`src/logic/tcc_pkg.sv`:
```
// Purpose: Shared constants for the telegraph call-control sequencer.
// Assumes: A 10 MHz system clock; times are held in microseconds.
// Notes:   Cycle counts are derived in the top module from these times.
package tcc_pkg;
  localparam int CLK_MHZ = 10;

  // Interval lengths in microseconds.
  localparam int T_FILT_US     = 1000;
  localparam int T_CONNECTED_LAMP_US     = 20000;
  localparam int T_LOCAL_US    = 20000;
  localparam int T_PTD_MIN_US  = 5000;
  localparam int T_PTD_MAX_US  = 50000;
  localparam int T_DIAL_OPN_US = 60000;
  localparam int T_DIAL_PER_US = 100000;
  localparam int T_RING_US     = 2600000;
  localparam int T_MOTOR_US    = 575000;

  // Register byte offsets.
  localparam logic [7:0] ADR_STATUS = 8'h00;
  localparam logic [7:0] ADR_DIAL   = 8'h04;

  // Status register field positions.
  localparam int ST_STATE_LSB = 0;
  localparam int ST_CLASS_LSB = 4;
  localparam int ST_BUSY_BIT  = 8;
  localparam int ST_LEFT_LSB  = 9;
  localparam int ST_MOTOR_BIT = 16;

  // Digit code zero stands for ten pulses.
  localparam logic [3:0] DIGIT_TEN = 4'ha;

  typedef enum logic [2:0] {
    ST_IDLE  = 3'h0,
    ST_ORIG  = 3'h1,
    ST_DIAL  = 3'h2,
    ST_CONNECTED_LAMP  = 3'h3,
    ST_REL   = 3'h4,
    ST_LOCAL = 3'h5,
    ST_RING  = 3'h6
  } tcc_state_e;

  typedef enum logic [1:0] {
    LN_OPEN = 2'h0,
    LN_POS  = 2'h1,
    LN_NEG  = 2'h2
  } tcc_line_e;

  // Synchroniser bit positions.
  localparam int IN_POS  = 0;
  localparam int IN_NEG  = 1;
  localparam int IN_HALF = 2;
  localparam int IN_TX   = 3;
  localparam int IN_ORIG = 4;
  localparam int IN_REL  = 5;
  localparam int IN_OFF  = 6;
endpackage

```
`src/logic/tcc_call_control.sv`:
```
// Purpose: Call-control sequencer for a start-stop printer on a switched loop.
// Assumes: Loop comparators and buttons are asynchronous; Wishbone on sys_clk.
// Notes:   Outputs are all flip-flops; the dialer is started by a register write.
//
// Design decisions made here: the address map and the Wishbone interface to the registers.
`timescale 1ns/1ps

// What this block does
// - Dialer sends ten pulses per second, contacts open 0.061 s plus or minus 0.003.
// - While the dialer runs the selector sees steady mark.
// - Idle: motor stopped, lamps dark, loop carries small positive current.
// - Originate button shunts loop resistance raising current; operator holds it.
// - Short exchange interruption lights proceed lamp and latches the shunt.
// - Each dial pulse is no current 0.06 s then full current 0.04 s.
// - Reversal to negative after dialing starts motor and lights connected lamp.
// - Connected: mark is full current, space is zero current.
// - Busy reversal then positive: brief connect, back to idle on positive.
// - Idle reversal to negative: connected lamp, motor, shunt applied.
// - Release button opens loop; exchange positive return then ends the call.
// - Far-end disconnect returns idle exactly as local disconnect.
// - Holding the offline button until the local lamp lights enters local mode.
// - Release held leaves local mode; originate starts a call directly.
// - Incoming call in local mode sounds buzzer 2.6 s then connects.
// - Proceed, connect and local latches have delayed feedback: 1 ms, 20 ms.
// - Line inputs are filtered so noise does not change call state.
// - Magnet driver outputs full mark or none, deciding at half current.
// - Motor turn-off delayed 0.475 to 0.675 s after stop.
module tcc_call_control #(
  parameter int FILT_CYC = tcc_pkg::T_FILT_US * tcc_pkg::CLK_MHZ,
  parameter int CONNECTED_LAMP_CYC = tcc_pkg::T_CONNECTED_LAMP_US * tcc_pkg::CLK_MHZ,
  parameter int LOCL_CYC = tcc_pkg::T_LOCAL_US * tcc_pkg::CLK_MHZ,
  parameter int PMIN_CYC = tcc_pkg::T_PTD_MIN_US * tcc_pkg::CLK_MHZ,
  parameter int PMAX_CYC = tcc_pkg::T_PTD_MAX_US * tcc_pkg::CLK_MHZ,
  parameter int DOPN_CYC = tcc_pkg::T_DIAL_OPN_US * tcc_pkg::CLK_MHZ,
  parameter int DPER_CYC = tcc_pkg::T_DIAL_PER_US * tcc_pkg::CLK_MHZ,
  parameter int RING_CYC = tcc_pkg::T_RING_US * tcc_pkg::CLK_MHZ,
  parameter int MOTR_CYC = tcc_pkg::T_MOTOR_US * tcc_pkg::CLK_MHZ
) (
  input  wire logic        sys_clk,
  input  wire logic        arst_n,
  input  wire logic        line_pos,
  input  wire logic        line_neg,
  input  wire logic        line_half,
  input  wire logic        tx_mark,
  input  wire logic        originate_button,
  input  wire logic        release_button,
  input  wire logic        offline_button,
  input  wire logic        wb_cyc_i,
  input  wire logic        wb_stb_i,
  input  wire logic        wb_we_i,
  input  wire logic [7:0]  wb_adr_i,
  input  wire logic [3:0]  wb_sel_i,
  input  wire logic [31:0] wb_dat_i,
  output logic             wb_ack_o,
  output logic      [31:0] wb_dat_o,
  output logic             loop_shunt,
  output logic             loop_open,
  output logic             dial_lamp,
  output logic             connected_lamp,
  output logic             local_lamp,
  output logic             buzzer,
  output logic             motor_on,
  output logic             magnet_amplifier
);

  typedef struct packed {
    logic [6:0]           s1;
    logic [6:0]           s2;
    tcc_pkg::tcc_line_e   cand;
    logic [13:0]          fcnt;
    tcc_pkg::tcc_line_e   cls;
    tcc_pkg::tcc_state_e  st;
    logic [24:0]          tcnt;
    logic [17:0]          hcnt;
    logic [3:0]           dleft;
    logic [19:0]          dcnt;
    logic                 dial_open;
    logic [22:0]          mcnt;
    logic                 motor;
    logic                 shunt;
    logic                 lopen;
    logic                 dlamp;
    logic                 clamp;
    logic                 llamp;
    logic                 buzz;
    logic                 magnet;
    logic                 ack;
    logic [31:0]          dat;
  } tcc_regs_s;

  tcc_regs_s q;
  tcc_regs_s n;

  always_comb begin
    tcc_pkg::tcc_line_e raw;
    logic               cond;
    logic               hold;
    logic               mcmd;
    logic               req;
    logic [3:0]         digit;
    n = q;
    raw = tcc_pkg::LN_OPEN;
    cond = 1'b0;
    hold = 1'b0;
    mcmd = 1'b0;
    req = 1'b0;
    digit = 4'h0;
    n.s1 = {offline_button, release_button, originate_button, tx_mark, line_half, line_neg, line_pos};
    n.s2 = q.s1;

    if (q.s2[tcc_pkg::IN_NEG] && !q.s2[tcc_pkg::IN_POS]) begin
      raw = tcc_pkg::LN_NEG;
    end else if (q.s2[tcc_pkg::IN_POS] && !q.s2[tcc_pkg::IN_NEG]) begin
      raw = tcc_pkg::LN_POS;
    end
    // a class must persist for the filter time before it counts.
    // interruptions shorter than this never reach the sequencer.
    if (raw != q.cand) begin
      n.cand = raw;
      n.fcnt = 14'h0;
    end else if (q.fcnt == 14'(FILT_CYC - 1)) begin
      n.cls = q.cand;
    end else begin
      n.fcnt = q.fcnt + 14'h1;
    end

    unique case (q.st)
      tcc_pkg::ST_ORIG:  cond = (q.cls == tcc_pkg::LN_OPEN);
      tcc_pkg::ST_CONNECTED_LAMP,
      tcc_pkg::ST_REL:   cond = (q.cls == tcc_pkg::LN_POS);
      tcc_pkg::ST_RING:  cond = 1'b1;
      default:           cond = (q.cls == tcc_pkg::LN_NEG);
    endcase
    n.tcnt = cond ? q.tcnt + 25'h1 : 25'h0;
    hold = (q.st == tcc_pkg::ST_IDLE) ? q.s2[tcc_pkg::IN_OFF] : q.s2[tcc_pkg::IN_REL];
    n.hcnt = hold ? q.hcnt + 18'h1 : 18'h0;

    unique case (q.st)
      tcc_pkg::ST_IDLE: begin
        // incoming call after the connect latch delay.
        if (q.tcnt >= 25'(CONNECTED_LAMP_CYC - 1)) begin
          n.st = tcc_pkg::ST_CONNECTED_LAMP;
        // offline button held through the local latch delay.
        end else if (q.hcnt >= 18'(LOCL_CYC - 1)) begin
          n.st = tcc_pkg::ST_LOCAL;
        end else if (q.s2[tcc_pkg::IN_ORIG]) begin
          n.st = tcc_pkg::ST_ORIG;
        end
      end
      tcc_pkg::ST_ORIG: begin
        // interruption ended by current return latches the shunt.
        // only an interruption inside the accepted window qualifies.
        if (q.cls == tcc_pkg::LN_POS && q.tcnt >= 25'(PMIN_CYC - 1 - FILT_CYC) &&
            q.tcnt <= 25'(PMAX_CYC)) begin
          n.st = tcc_pkg::ST_DIAL;
        end else if (!q.s2[tcc_pkg::IN_ORIG]) begin
          n.st = tcc_pkg::ST_IDLE;
        end
      end
      tcc_pkg::ST_DIAL: begin
        // reversal held through the connect latch delay connects.
        if (q.tcnt >= 25'(CONNECTED_LAMP_CYC - 1)) begin
          n.st = tcc_pkg::ST_CONNECTED_LAMP;
        end else if (q.s2[tcc_pkg::IN_REL]) begin
          n.st = tcc_pkg::ST_REL;
        end
      end
      tcc_pkg::ST_CONNECTED_LAMP: begin
        // positive current ends a busy or far-released call.
        // far disconnect is handled as a local one.
        if (q.tcnt >= 25'(CONNECTED_LAMP_CYC - 1)) begin
          n.st = tcc_pkg::ST_IDLE;
        end else if (q.s2[tcc_pkg::IN_REL]) begin
          n.st = tcc_pkg::ST_REL;
        end
      end
      tcc_pkg::ST_REL: begin
        // exchange restores positive current to end the call.
        if (q.tcnt >= 25'(CONNECTED_LAMP_CYC - 1)) begin
          n.st = tcc_pkg::ST_IDLE;
        end
      end
      tcc_pkg::ST_LOCAL: begin
        // a call in local mode rings first.
        if (q.tcnt >= 25'(CONNECTED_LAMP_CYC - 1)) begin
          n.st = tcc_pkg::ST_RING;
        // leave local mode by release or originate.
        end else if (q.hcnt >= 18'(LOCL_CYC - 1)) begin
          n.st = tcc_pkg::ST_IDLE;
        end else if (q.s2[tcc_pkg::IN_ORIG]) begin
          n.st = tcc_pkg::ST_ORIG;
        end
      end
      tcc_pkg::ST_RING: begin
        // buzzer time elapsed, shift to connected.
        if (q.tcnt >= 25'(RING_CYC - 1)) begin
          n.st = tcc_pkg::ST_CONNECTED_LAMP;
        end
      end
      default: n.st = tcc_pkg::ST_IDLE;
    endcase
    if (n.st != q.st) begin
      n.tcnt = 25'h0;
      n.hcnt = 18'h0;
    end

    // Register slave: one wait state, ack drops the cycle after it is given.
    req = wb_cyc_i && wb_stb_i && !q.ack;
    n.ack = req;
    n.dat = 32'h0;
    if (req && !wb_we_i) begin
      if (wb_adr_i == tcc_pkg::ADR_STATUS) begin
        n.dat[tcc_pkg::ST_STATE_LSB +: 3] = q.st;
        n.dat[tcc_pkg::ST_CLASS_LSB +: 2] = q.cls;
        n.dat[tcc_pkg::ST_BUSY_BIT]       = (q.dleft != 4'h0);
        n.dat[tcc_pkg::ST_LEFT_LSB +: 4]  = q.dleft;
        n.dat[tcc_pkg::ST_MOTOR_BIT]      = q.motor;
      end else if (wb_adr_i == tcc_pkg::ADR_DIAL) begin
        n.dat[3:0] = q.dleft;
      end
    end

    // dial pulses at ten per second with 60 ms open.
    // each interval is 60 ms open then 40 ms closed.
    if (q.dleft != 4'h0) begin
      if (q.dcnt == 20'(DPER_CYC - 1)) begin
        n.dcnt = 20'h0;
        n.dleft = q.dleft - 4'h1;
      end else begin
        n.dcnt = q.dcnt + 20'h1;
      end
    end else if (req && wb_we_i && wb_sel_i[0] && wb_adr_i == tcc_pkg::ADR_DIAL &&
                 (q.st == tcc_pkg::ST_DIAL || q.st == tcc_pkg::ST_CONNECTED_LAMP)) begin
      // A write while a digit is running is dropped, so digits never merge.
      digit = wb_dat_i[3:0];
      n.dleft = (digit == 4'h0 || digit > tcc_pkg::DIGIT_TEN) ? tcc_pkg::DIGIT_TEN : digit;
      n.dcnt = 20'h0;
    end
    // A call that ends mid-digit drops the rest, so an idle loop is never opened.
    if (n.st == tcc_pkg::ST_IDLE) begin
      n.dleft = 4'h0;
    end
    n.dial_open = (n.dleft != 4'h0) && (n.dcnt < 20'(DOPN_CYC));

    // motor runs on for the delay after the stop command.
    mcmd = (n.st == tcc_pkg::ST_CONNECTED_LAMP) || (n.st == tcc_pkg::ST_REL) ||
           (n.st == tcc_pkg::ST_LOCAL) || (n.st == tcc_pkg::ST_RING);
    if (mcmd) begin
      n.motor = 1'b1;
      n.mcnt = 23'h0;
    end else if (q.motor) begin
      if (q.mcnt == 23'(MOTR_CYC - 1)) begin
        n.motor = 1'b0;
      end
      n.mcnt = q.mcnt + 23'h1;
    end

    // idle leaves lamps dark and loop unshunted.
    // shunt is on in the originate, dial and connected states only, off in release, local and ring.
    n.shunt = (n.st == tcc_pkg::ST_ORIG) || (n.st == tcc_pkg::ST_DIAL) || (n.st == tcc_pkg::ST_CONNECTED_LAMP);
    // in connection space opens the loop, mark keeps full current.
    // release opens the loop only while held, so restored current can be seen.
    // Keying is ignored while a digit runs, so dial pulses are never lengthened.
    n.lopen = n.dial_open || (n.st == tcc_pkg::ST_REL && q.s2[tcc_pkg::IN_REL]) ||
              (n.st == tcc_pkg::ST_CONNECTED_LAMP && n.dleft == 4'h0 && !q.s2[tcc_pkg::IN_TX]);
    n.dlamp = (n.st == tcc_pkg::ST_DIAL);
    n.clamp = (n.st == tcc_pkg::ST_CONNECTED_LAMP);
    n.llamp = (n.st == tcc_pkg::ST_LOCAL);
    n.buzz = (n.st == tcc_pkg::ST_RING);
    // dialing blinds the selector with steady mark.
    // line decision uses the half-current comparator.
    if (n.dleft != 4'h0) begin
      n.magnet = 1'b1;
    end else if (n.st == tcc_pkg::ST_CONNECTED_LAMP || n.st == tcc_pkg::ST_REL) begin
      n.magnet = q.s2[tcc_pkg::IN_HALF];
    end else if (n.st == tcc_pkg::ST_LOCAL || n.st == tcc_pkg::ST_RING) begin
      n.magnet = q.s2[tcc_pkg::IN_TX];
    end else begin
      n.magnet = 1'b1;
    end
  end

  always_ff @(posedge sys_clk or negedge arst_n) begin
    if (!arst_n) begin
      q <= '0;
    end else begin
      q <= n;
    end
  end

  assign wb_ack_o         = q.ack;
  assign wb_dat_o         = q.dat;
  assign loop_shunt       = q.shunt;
  assign loop_open        = q.lopen;
  assign dial_lamp        = q.dlamp;
  assign connected_lamp   = q.clamp;
  assign local_lamp       = q.llamp;
  assign buzzer           = q.buzz;
  assign motor_on         = q.motor;
  assign magnet_amplifier = q.magnet;

  a_idle_dark: assert property (@(posedge sys_clk) disable iff (!arst_n)
    q.st == tcc_pkg::ST_IDLE |-> !dial_lamp && !connected_lamp && !local_lamp && !loop_shunt && !loop_open)
    else $error("idle state shows a lamp or loop change");

  a_orig_shunt: assert property (@(posedge sys_clk) disable iff (!arst_n)
    q.st == tcc_pkg::ST_ORIG |-> loop_shunt && !dial_lamp)
    else $error("originate state without shunt");

  a_dial_entry: assert property (@(posedge sys_clk) disable iff (!arst_n)
    $rose(dial_lamp) |-> $past(q.st) == tcc_pkg::ST_ORIG && $past(q.cls) == tcc_pkg::LN_POS && loop_shunt)
    else $error("proceed lamp lit without an interruption");

  a_pulse_open: assert property (@(posedge sys_clk) disable iff (!arst_n)
    $fell(q.dial_open) && q.dleft != 4'h0 |-> $past(q.dcnt) == 20'(DOPN_CYC - 1))
    else $error("dial pulse open time wrong");

  a_dial_blind: assert property (@(posedge sys_clk) disable iff (!arst_n)
    q.dleft != 4'h0 |-> magnet_amplifier && (loop_open == q.dial_open || q.st == tcc_pkg::ST_REL))
    else $error("selector not blinded while dialing");

  a_connected_lamp_motor: assert property (@(posedge sys_clk) disable iff (!arst_n)
    $rose(connected_lamp) |-> motor_on && loop_shunt && $past(q.cls) == tcc_pkg::LN_NEG ||
    $past(q.st) == tcc_pkg::ST_RING)
    else $error("connect without negative current");

  a_ring_len: assert property (@(posedge sys_clk) disable iff (!arst_n)
    $fell(buzzer) && q.st == tcc_pkg::ST_CONNECTED_LAMP |-> $past(q.tcnt) == 25'(RING_CYC - 1))
    else $error("buzzer interval wrong");

  a_motor_hold: assert property (@(posedge sys_clk) disable iff (!arst_n)
    $fell(motor_on) |-> $past(q.mcnt) == 23'(MOTR_CYC - 1))
    else $error("motor stopped before its delay");

  a_rel_idle: assert property (@(posedge sys_clk) disable iff (!arst_n)
    q.st == tcc_pkg::ST_REL ##1 q.st == tcc_pkg::ST_IDLE |-> $past(q.cls) == tcc_pkg::LN_POS && !connected_lamp)
    else $error("release ended without positive current");

  a_filter_hold: assert property (@(posedge sys_clk) disable iff (!arst_n)
    q.cls != $past(q.cls) |-> $past(q.fcnt) == 14'(FILT_CYC - 1))
    else $error("line class changed without filter time");
endmodule

```
`config.mk`:
```
export PLATFORM = sky130hd
export DESIGN_NAME = tcc_call_control
export DESIGN_NICKNAME = d
export VERILOG_FILES = /design/src/logic/tcc_pkg.sv /design/src/logic/tcc_call_control.sv
export SDC_FILE = /design/constraint.sdc
export NUM_CORES = 1
export LEC_CHECK = 0
export ABC_AREA = 1
export BUFFER_PORTS_ARGS = -buffer_cell sky130_fd_sc_hd__buf_2
export CELL_PAD_IN_SITES_DETAIL_PLACEMENT = 2
export CELL_PAD_IN_SITES_GLOBAL_PLACEMENT = 2
export CORE_AREA = 4 4 174 176
export DETAILED_ROUTE_END_ITERATION = 12
export DIE_AREA = 0 0 178 180
export GPL_ROUTABILITY_DRIVEN = 0
export PLACE_DENSITY_LB_ADDON = 0.1
export SETUP_SLACK_MARGIN = 0.2
export SLEW_MARGIN = 40
export SYNTH_ARGS = -nofsm -noshare
export SYNTH_HDL_FRONTEND = slang
export SYNTH_SLANG_ARGS = --single-unit
```
`constraint.sdc`:
```
create_clock -name sys_clk -period 2.2 [get_ports sys_clk]
set_input_delay 0.22 -clock sys_clk [delete_from_list [all_inputs] [get_ports sys_clk]]
set_output_delay 0.22 -clock sys_clk [all_outputs]
set_load 0.01 [all_outputs]
```
==> impl_metrics.yaml, run 1 <==
finish:
  final_cell_area_sq_um: 12280
  fin_nets: 1534
  fill_cells: 3327
  n_antenna_cell: 0
  finalNonFillerCells: 1868
  multiInputGateArea_sq_um: 4634
  drive_gt1_frac: 0.3174
  ff_latch_area_sq_um: 3664
  areaGrowthSynthToFinish_pct: 40.12
global_route:
  grt.total_usage: 0.2099
  grt_first_pass_wirelength_mm: 53.59
  antenna_found_initial: 0
  globalRouteOverflowTotal: 0
  grt_max_degree: 57
  first_global_vias: 10170
power:
  p_sw_frac: 0.2857
  max-vdd-ir-drop_v: 0.0005714
  switching_power_mw: 1.899
  leakage_nw: 6.100
  p_seq_frac: 0.415
  p_int_mw: 4.747
  clockPowerShare: 0.437
  p_per_area_nw_per_um2: 541.0
  report.power.total_mw: 6.645
  share_comb_of_total_power: 0.148
critical_path:
  cp_cell_sequence: "nor2_2, nand2_1, nor2_1, nand3_1, nor2_1, nor2_4, o21ai_1, nand3_2, nor2_8, xor2_2, nand4_4, buf_6, clkbuf_16, nor2_4"
  worstPathRequired_ns: 2.58
  critPathMaxFanout: 6
  endpoint_kind: "flop"
  critical_path.startpoint_type: "flop"
  crit_buf_inv: 2
  arrival_ns: 2.96
  cp_slowest_cell: "dfrtp_1"
  critPathTopFamily: "simple AND/OR/NAND/NOR gates"
  max_stage_delay_ns: 0.46
  crit_type: "flop to flop"
cts:
  clk_path_buf_depth: 2
  cts_root_buf: "clkbuf_16"
  clkSinkCount: 146
  tritoncts: "yes"
  htree_levels: 4
  clkLatencyLatePin_ns: 0.45
  cts_buffers: 17
  clk_pin_slew_ns: 0.06
sta:
  finalSetupViolCount: 78
  fmaxAchievable_mhz: 388.8
  finalCritPeriodShare: 1.169
  layout_setup_ws_ns: -0.3719
  drv_slew: 0
  final_hold_viol_count: 0
  rsz0062_at_grt: "yes"
  tightest_slew_ns: 0.6540
  slew_headroom: 0.5640
  skew_ns: 0.01133
  hold-worst-slack_ns: 0.08361
  finalCriticalPeriod_ns: 2.572
logic_synthesis:
  synth_edf_count: 0
  synthXorXnorAreaFrac: 0.02283
  seq_area_frac_synth: 0.4167
  yosys.area_share.simple: 0.3608
  syn_area_per_cell_sq_um: 7.258
  ys_types: 46
  synth_top_family_by_area: "simple AND/OR/NAND/NOR gates"
  synth_compound_area_frac: 0.06765
  synthTopCellsByArea: "dfrtp_1 (42%), nand2_1 (12%), inv_1 (7.5%)"
  yosys_register_bits: 146
  synth_adder_area_share: 0.009990
  ys.flop_type: "dfrtp_1"
  ys_warn_count: 0
  synth_commonest_cells: "nand2_1 (271), inv_1 (175), nor2_1 (166), dfrtp_1 (146), nand3_1 (113)"
  yosysTopAreaCell: "dfrtp_1"
  synth_top_area_frac: 0.4167
  syn-cell-area_sq_um: 8767
  synthMuxAreaShare: 0
  synth.most_common_cell: "nand2_1"
  synthCells: 1208
  async_flop_share: 1.000
route:
  drc: 0
  via_count: 8914
  wl_per_cell_microns: 17.53
  drtAntennaViolNets: 0
  dr.first_iter.drc_count: 365
  vias_per_cell: 4.772
  routed_wl_mm: 32.74
  drtPass1Iterations: 4
floorplanning:
  initial_core_util: 0.3063
  die_area_sq_um: 32040
  coreArea_sq_um: 28630
  dieHeight_microns: 180
  ioPinCount: 97
  die_w_microns: 178
  rows: 62
place:
  placedCellCount: 1804
  placed_area_sq_um: 10820
  dp_hpwl_mm: 23.83
  portBuffers: 45
  dpl_worst_slack_ns: -0.3627
outcome:
  violations: "negative setup slack"
  outcome: "complete, but fails checks"
job:
  maxCapViolCount: 0
min_path:
  hp-class: "input pin to flop"
## registers in the layout (all words and copies together), names as in the netlist
signal            cells
loop_open             1
connected_lamp        1
q                   118
wb_ack_o              1
buzzer                1
loop_shunt            1
dial_lamp             1
local_lamp            1
n                     7
wb_dat_o             12
magnet_amplifier      1
motor_on              1
## stage by stage
stage / util / setup TNS (ns)
CTS: 0.4184 / -17.71
floorplan: - / 0
finish: 0.4291 / -23.46
global route: 0.4291 / -35.63
detailed placement: 0.3781 / -20.73
global placement: 0.3781 / -14.87
## tightest hold or removal path, stage by stage
cell     delay [ns]
buf_2          0.08
nand2_1        0.12
inv_1          0.08
## layout make-up
| class | instances | share of cell area |
|---|---|---|
| inverters | 183 | 0.05602 |
| repair buffers | 276 | 0.1834 |
| clock inverters | 14 | 0.01019 |
| clock buffers | 18 | 0.03575 |
| well taps | 384 | 0.03911 |
| flip-flops and latches | 146 | 0.2982 |
| multi-input cells | 847 | 0.3773 |
## final timing paths
check | from | to | slack, ns | cells past startpoint
worst max-delay path | q[121] | q[107] | -0.37 | 14
worst min-delay path | wb_cyc_i | wb_ack_o | 0.08 | 3
worst max register to register | q[121] | q[107] | -0.37 | 14
worst min register to register | n[159] | q[159] | 0.35 | 0
max in group asynchronous | arst_n | wb_dat_o[16] | 1.24 | 3
min in group asynchronous | arst_n | q[101] | 0.33 | 2
## routing by layer
layer / vias to the layer above / GRT usage / share of wire
met1: 4488 / 0.2763 / 0.46
met3: 20 / 0.03046 / 0.028
li1: 4310 / - / -
met4: 0 / 0.05012 / 0.012
met5: - / 0 / 0
met2: 96 / 0.3625 / 0.50
## power groups by stage
stage | logic, mW | clock network [mW] | registers [mW]
global route | 1.06 | 3.11 | 2.76
floorplan | 0.344 | 0 | 2.80
global placement | 0.594 | 0 | 2.80
CTS | 0.894 | 3.00 | 2.76
finish | 0.982 | 2.91 | 2.76
detailed placement | 0.608 | 0 | 2.80
## cells by family (layout without fill, tap and decap cells)
group | Yosys count | after routing
AO/OA/AOI/OAI | 102 | 102
XOR/XNOR | 22 | 22
adder cells (fa/ha/maj) | 7 | 7
buffers and inverters | 234 | 491
flip-flops | 146 | 146
other | 1 | 20
AND/OR/NAND/NOR | 696 | 696
## placed cells by master, fill, tap and decap left out, types with 7 or more instances in the layout
cell type      instances
dfrtp_1              138
buf_12                11
or2_2                  9
conb_1                20
nand3_1              102
nor3_1                13
nor3_2                 9
inv_2                 14
dfrtp_2                8
dlygate4sd3_1          8
o21ai_1                7
nor2_1               136
buf_4                195
o22ai_1                7
clkbuf_16             18
nor2_2                39
o21ai_0               37
nor4_1                 7
nand3_2                9
nand3b_1              13
nand2_2               17
buf_2                 44
nor2_4                40
nand4_1               33
nand2_1              257
buf_6                 13
a21oi_1               20
xor2_1                19
inv_1                168
## repair_timing
| item | in CTS | in global routing |
|---|---|---|
| hold buffers | 8 | 0 |
| gates resized for setup | 95 | 56 |
| setup endpoints to repair | 81 | 85 |
| cloned | 3 | 1 |
| pin swaps | 15 | 19 |
| buffers inserted | 12 | 8 |
| endpoints found under the hold margin | 56 | 0 |
Power figures use the tool's default switching activity.
==> run 2: changes to the inputs <==
ABC_AREA = 0   (was 1)
CORE_AREA = 4 4 158 160   (was 4 4 174 176)
DIE_AREA = 0 0 162 164   (was 0 0 178 180)
==> impl_metrics.yaml, run 2 <==
outcome:
  outcome: "complete, but fails checks"
  violations: "negative setup slack"
min_path:
  min-delay-start: "wb_cyc_i"
  hp-class: "input pin to flop"
floorplanning:
  die_area_sq_um: 26570
  ioPinCount: 97
  initial_core_util: 0.3285
  die_w_microns: 162
  rows: 56
  dieHeight_microns: 164
  coreArea_sq_um: 23400
logic_synthesis:
  yosys.area_share.simple: 0.2466
  synthTopCellsByArea: "dfrtp_1 (48%), nor2_1 (6.4%), xor2_1 (5.6%)"
  synthCells: 824
  synthXorXnorAreaFrac: 0.08431
  yosysTopAreaCell: "dfrtp_1"
  yosys_register_bits: 146
  syn-cell-area_sq_um: 7687
  synth_top_family_by_area: "simple AND/OR/NAND/NOR gates"
  synthMuxAreaShare: 0.01611
  ys.flop_type: "dfrtp_1"
  synth_compound_area_frac: 0.1025
  synth_adder_area_share: 0.01139
  synth_edf_count: 0
  seq_area_frac_synth: 0.4753
  ys_types: 69
  synth_top_area_frac: 0.4753
  syn_area_per_cell_sq_um: 9.329
  ys_warn_count: 0
  async_flop_share: 1.000
  synth_commonest_cells: "dfrtp_1 (146), nor2_1 (131), nand2_1 (71), xor2_1 (49), nand3_1 (45)"
  synth.most_common_cell: "dfrtp_1"
global_route:
  globalRouteOverflowTotal: 0
  antenna_found_initial: 0
  grt_first_pass_wirelength_mm: 42.57
  first_global_vias: 7866
  grt_max_degree: 73
  grt.total_usage: 0.1998
sta:
  final_hold_viol_count: 0
  finalCritPeriodShare: 1.510
  slew_headroom: 0.6480
  finalCriticalPeriod_ns: 3.322
  rsz0062_at_grt: "yes"
  finalSetupViolCount: 93
  drv_slew: 0
  fin_setup_tns_ns: -81.79
  skew_ns: 0.009866
  tightest_slew_ns: 0.5232
  layout_setup_ws_ns: -1.122
  fmaxAchievable_mhz: 301.0
cts:
  cts_root_buf: "clkbuf_16"
  cts_buffers: 17
  clkLatencyLatePin_ns: 0.44
  clkSinkCount: 146
  htree_levels: 4
  clk_pin_slew_ns: 0.06
  clk_path_buf_depth: 2
  tritoncts: "yes"
route:
  drtAntennaViolNets: 0
  routed_wl_mm: 27.16
  dr.first_iter.drc_count: 287
  drtPass1Iterations: 4
  via_count: 6981
  vias_per_cell: 5.073
  drc: 0
  wl_per_cell_microns: 19.74
critical_path:
  endpoint_kind: "flop"
  cp_slowest_cell: "or4_4"
  critPathMostFrequentCell: "buf_4"
  max_stage_delay_ns: 0.54
  setup.worst_path.start: "q[120]"
  cp_cell_sequence: "or4_4, or3b_4, o31a_1, buf_4, a21o_1, a21oi_2, o32ai_2, buf_4, and3_4, nor2_4, buf_6, buf_16, nor2_1"
  crit_buf_inv: 4
  arrival_ns: 3.64
  critPathMaxFanout: 11
  crit_type: "flop to flop"
  critPathTopFamily: "simple AND/OR/NAND/NOR gates"
  worstPathRequired_ns: 2.52
  critical_path.startpoint_type: "flop"
  r2r-start: "q[120]"
place:
  dp_hpwl_mm: 17.69
  portBuffers: 45
  placedCellCount: 1300
finish:
  multiInputGateArea_sq_um: 4150
  n_antenna_cell: 0
  layout_common_cells: "buf_4 (165), dfrtp_1 (145), nor2_1 (90), nand2_1 (67), xor2_1 (49)"
  regMostFlops: "q"
  drive_gt1_frac: 0.3690
  largest_reg_flops: 118
  fin_nets: 1107
  finalNonFillerCells: 1376
  final_common_cell: "buf_4"
  fill_cells: 2497
  ff_latch_area_sq_um: 3655
  areaGrowthSynthToFinish_pct: 41.10
power:
  leakage_nw: 4.839
  max-vdd-ir-drop_v: 0.0004908
  report.power.total_mw: 5.934
  p_per_area_nw_per_um2: 547.1
job:
  maxCapViolCount: 0
[run 2: cell types whose count changed after synthesis, moves of 17 or more]
cell / previous run / this run
nand2_1: 271 / 71
inv_1: 175 / 25
nand3_1: 113 / 45
nor2_2: 45 / 0
nor2_1: 166 / 131
xor2_1: 19 / 49
xnor2_1: 2 / 25
o21ai_0: 47 / 30
[run 2: logic make-up after synthesis]
| kind of cell | after synthesis |
|---|---|
| compound gates | 110 |
| xor+xnor | 74 |
| fa+ha+maj | 7 |
| buf+inv | 89 |
| flops | 146 |
| mux | 12 |
| other cells | 1 |
| simple gates | 385 |
[run 2: through the flow]
step | instance area [sq um] | hold slack [ns] | worst slack [ns] | util
after floorplan | 7840 | -0.07559 | -0.8635 | -
after global placement | 9288 | 0.1215 | -0.8346 | 0.3969
after detailed placement | 9288 | 0.1223 | -1.000 | 0.3969
after CTS | 10400 | 0.07165 | -0.9705 | 0.4446
after global routing | 10850 | 0.09289 | -1.204 | 0.4635
final | 10850 | 0.08306 | -1.122 | 0.4635
[run 2: cell type report]
cell class | count | share of cell area
Sequential cell | 146 | 0.3369
Clock buffer | 18 | 0.04049
Tap cell | 319 | 0.03680
Clock inverter | 14 | 0.01303
Timing Repair Buffer | 246 | 0.1815
Multi-Input combinational cell | 608 | 0.3826
Inverter | 25 | 0.008651
[run 2: where the power goes]
group,internal [mW],switching (mW),leakage [nW],total [mW]
logic,0.0971,0.173,2.63,0.271
clock network,1.62,1.31,0.273,2.93
registers,2.71,0.0221,1.93,2.73
total,4.43,1.51,4.84,5.93
[run 2: worst register-to-register path, stage by stage, from the launching register on]
cell     delay, ns
dfrtp_1       0.39
or4_4         0.54
or3b_4        0.38
o31a_1        0.40
buf_4         0.17
a21o_1        0.17
a21oi_2       0.16
o32ai_2       0.11
buf_4         0.16
and3_4        0.19
nor2_4        0.22
buf_6         0.15
buf_16        0.12
nor2_1        0.06
[run 2: final timing paths]
path                                  to  slack [ns]  depth (start not counted)
worst max-delay path               q[55]       -1.12                         13
worst min-delay path            wb_ack_o        0.08                          3
worst max register to register     q[55]       -1.12                         13
worst min register to register    q[154]        0.35                          0
max in group asynchronous          q[59]        1.21                          3
min in group asynchronous         q[148]        0.23                          2
[run 2: what timing repair did]
item / 4_1_cts / 5_1_grt
gates cloned: 3 / 0
buffers inserted: 16 / 17
endpoints found under the setup margin: 106 / 105
pin swaps: 19 / 32
hold buffers: 8 / 0
gates resized for setup: 67 / 78
hold endpoints to repair: 34 / 0
[run 2: metal layers]
metal	routed length, microns	share of wire	GRT usage
met1	11950	0.44	0.2548
met4	285	0.010	0.04460
met5	0	0	0
met2	14080	0.52	0.3615
met3	836	0.031	0.02760
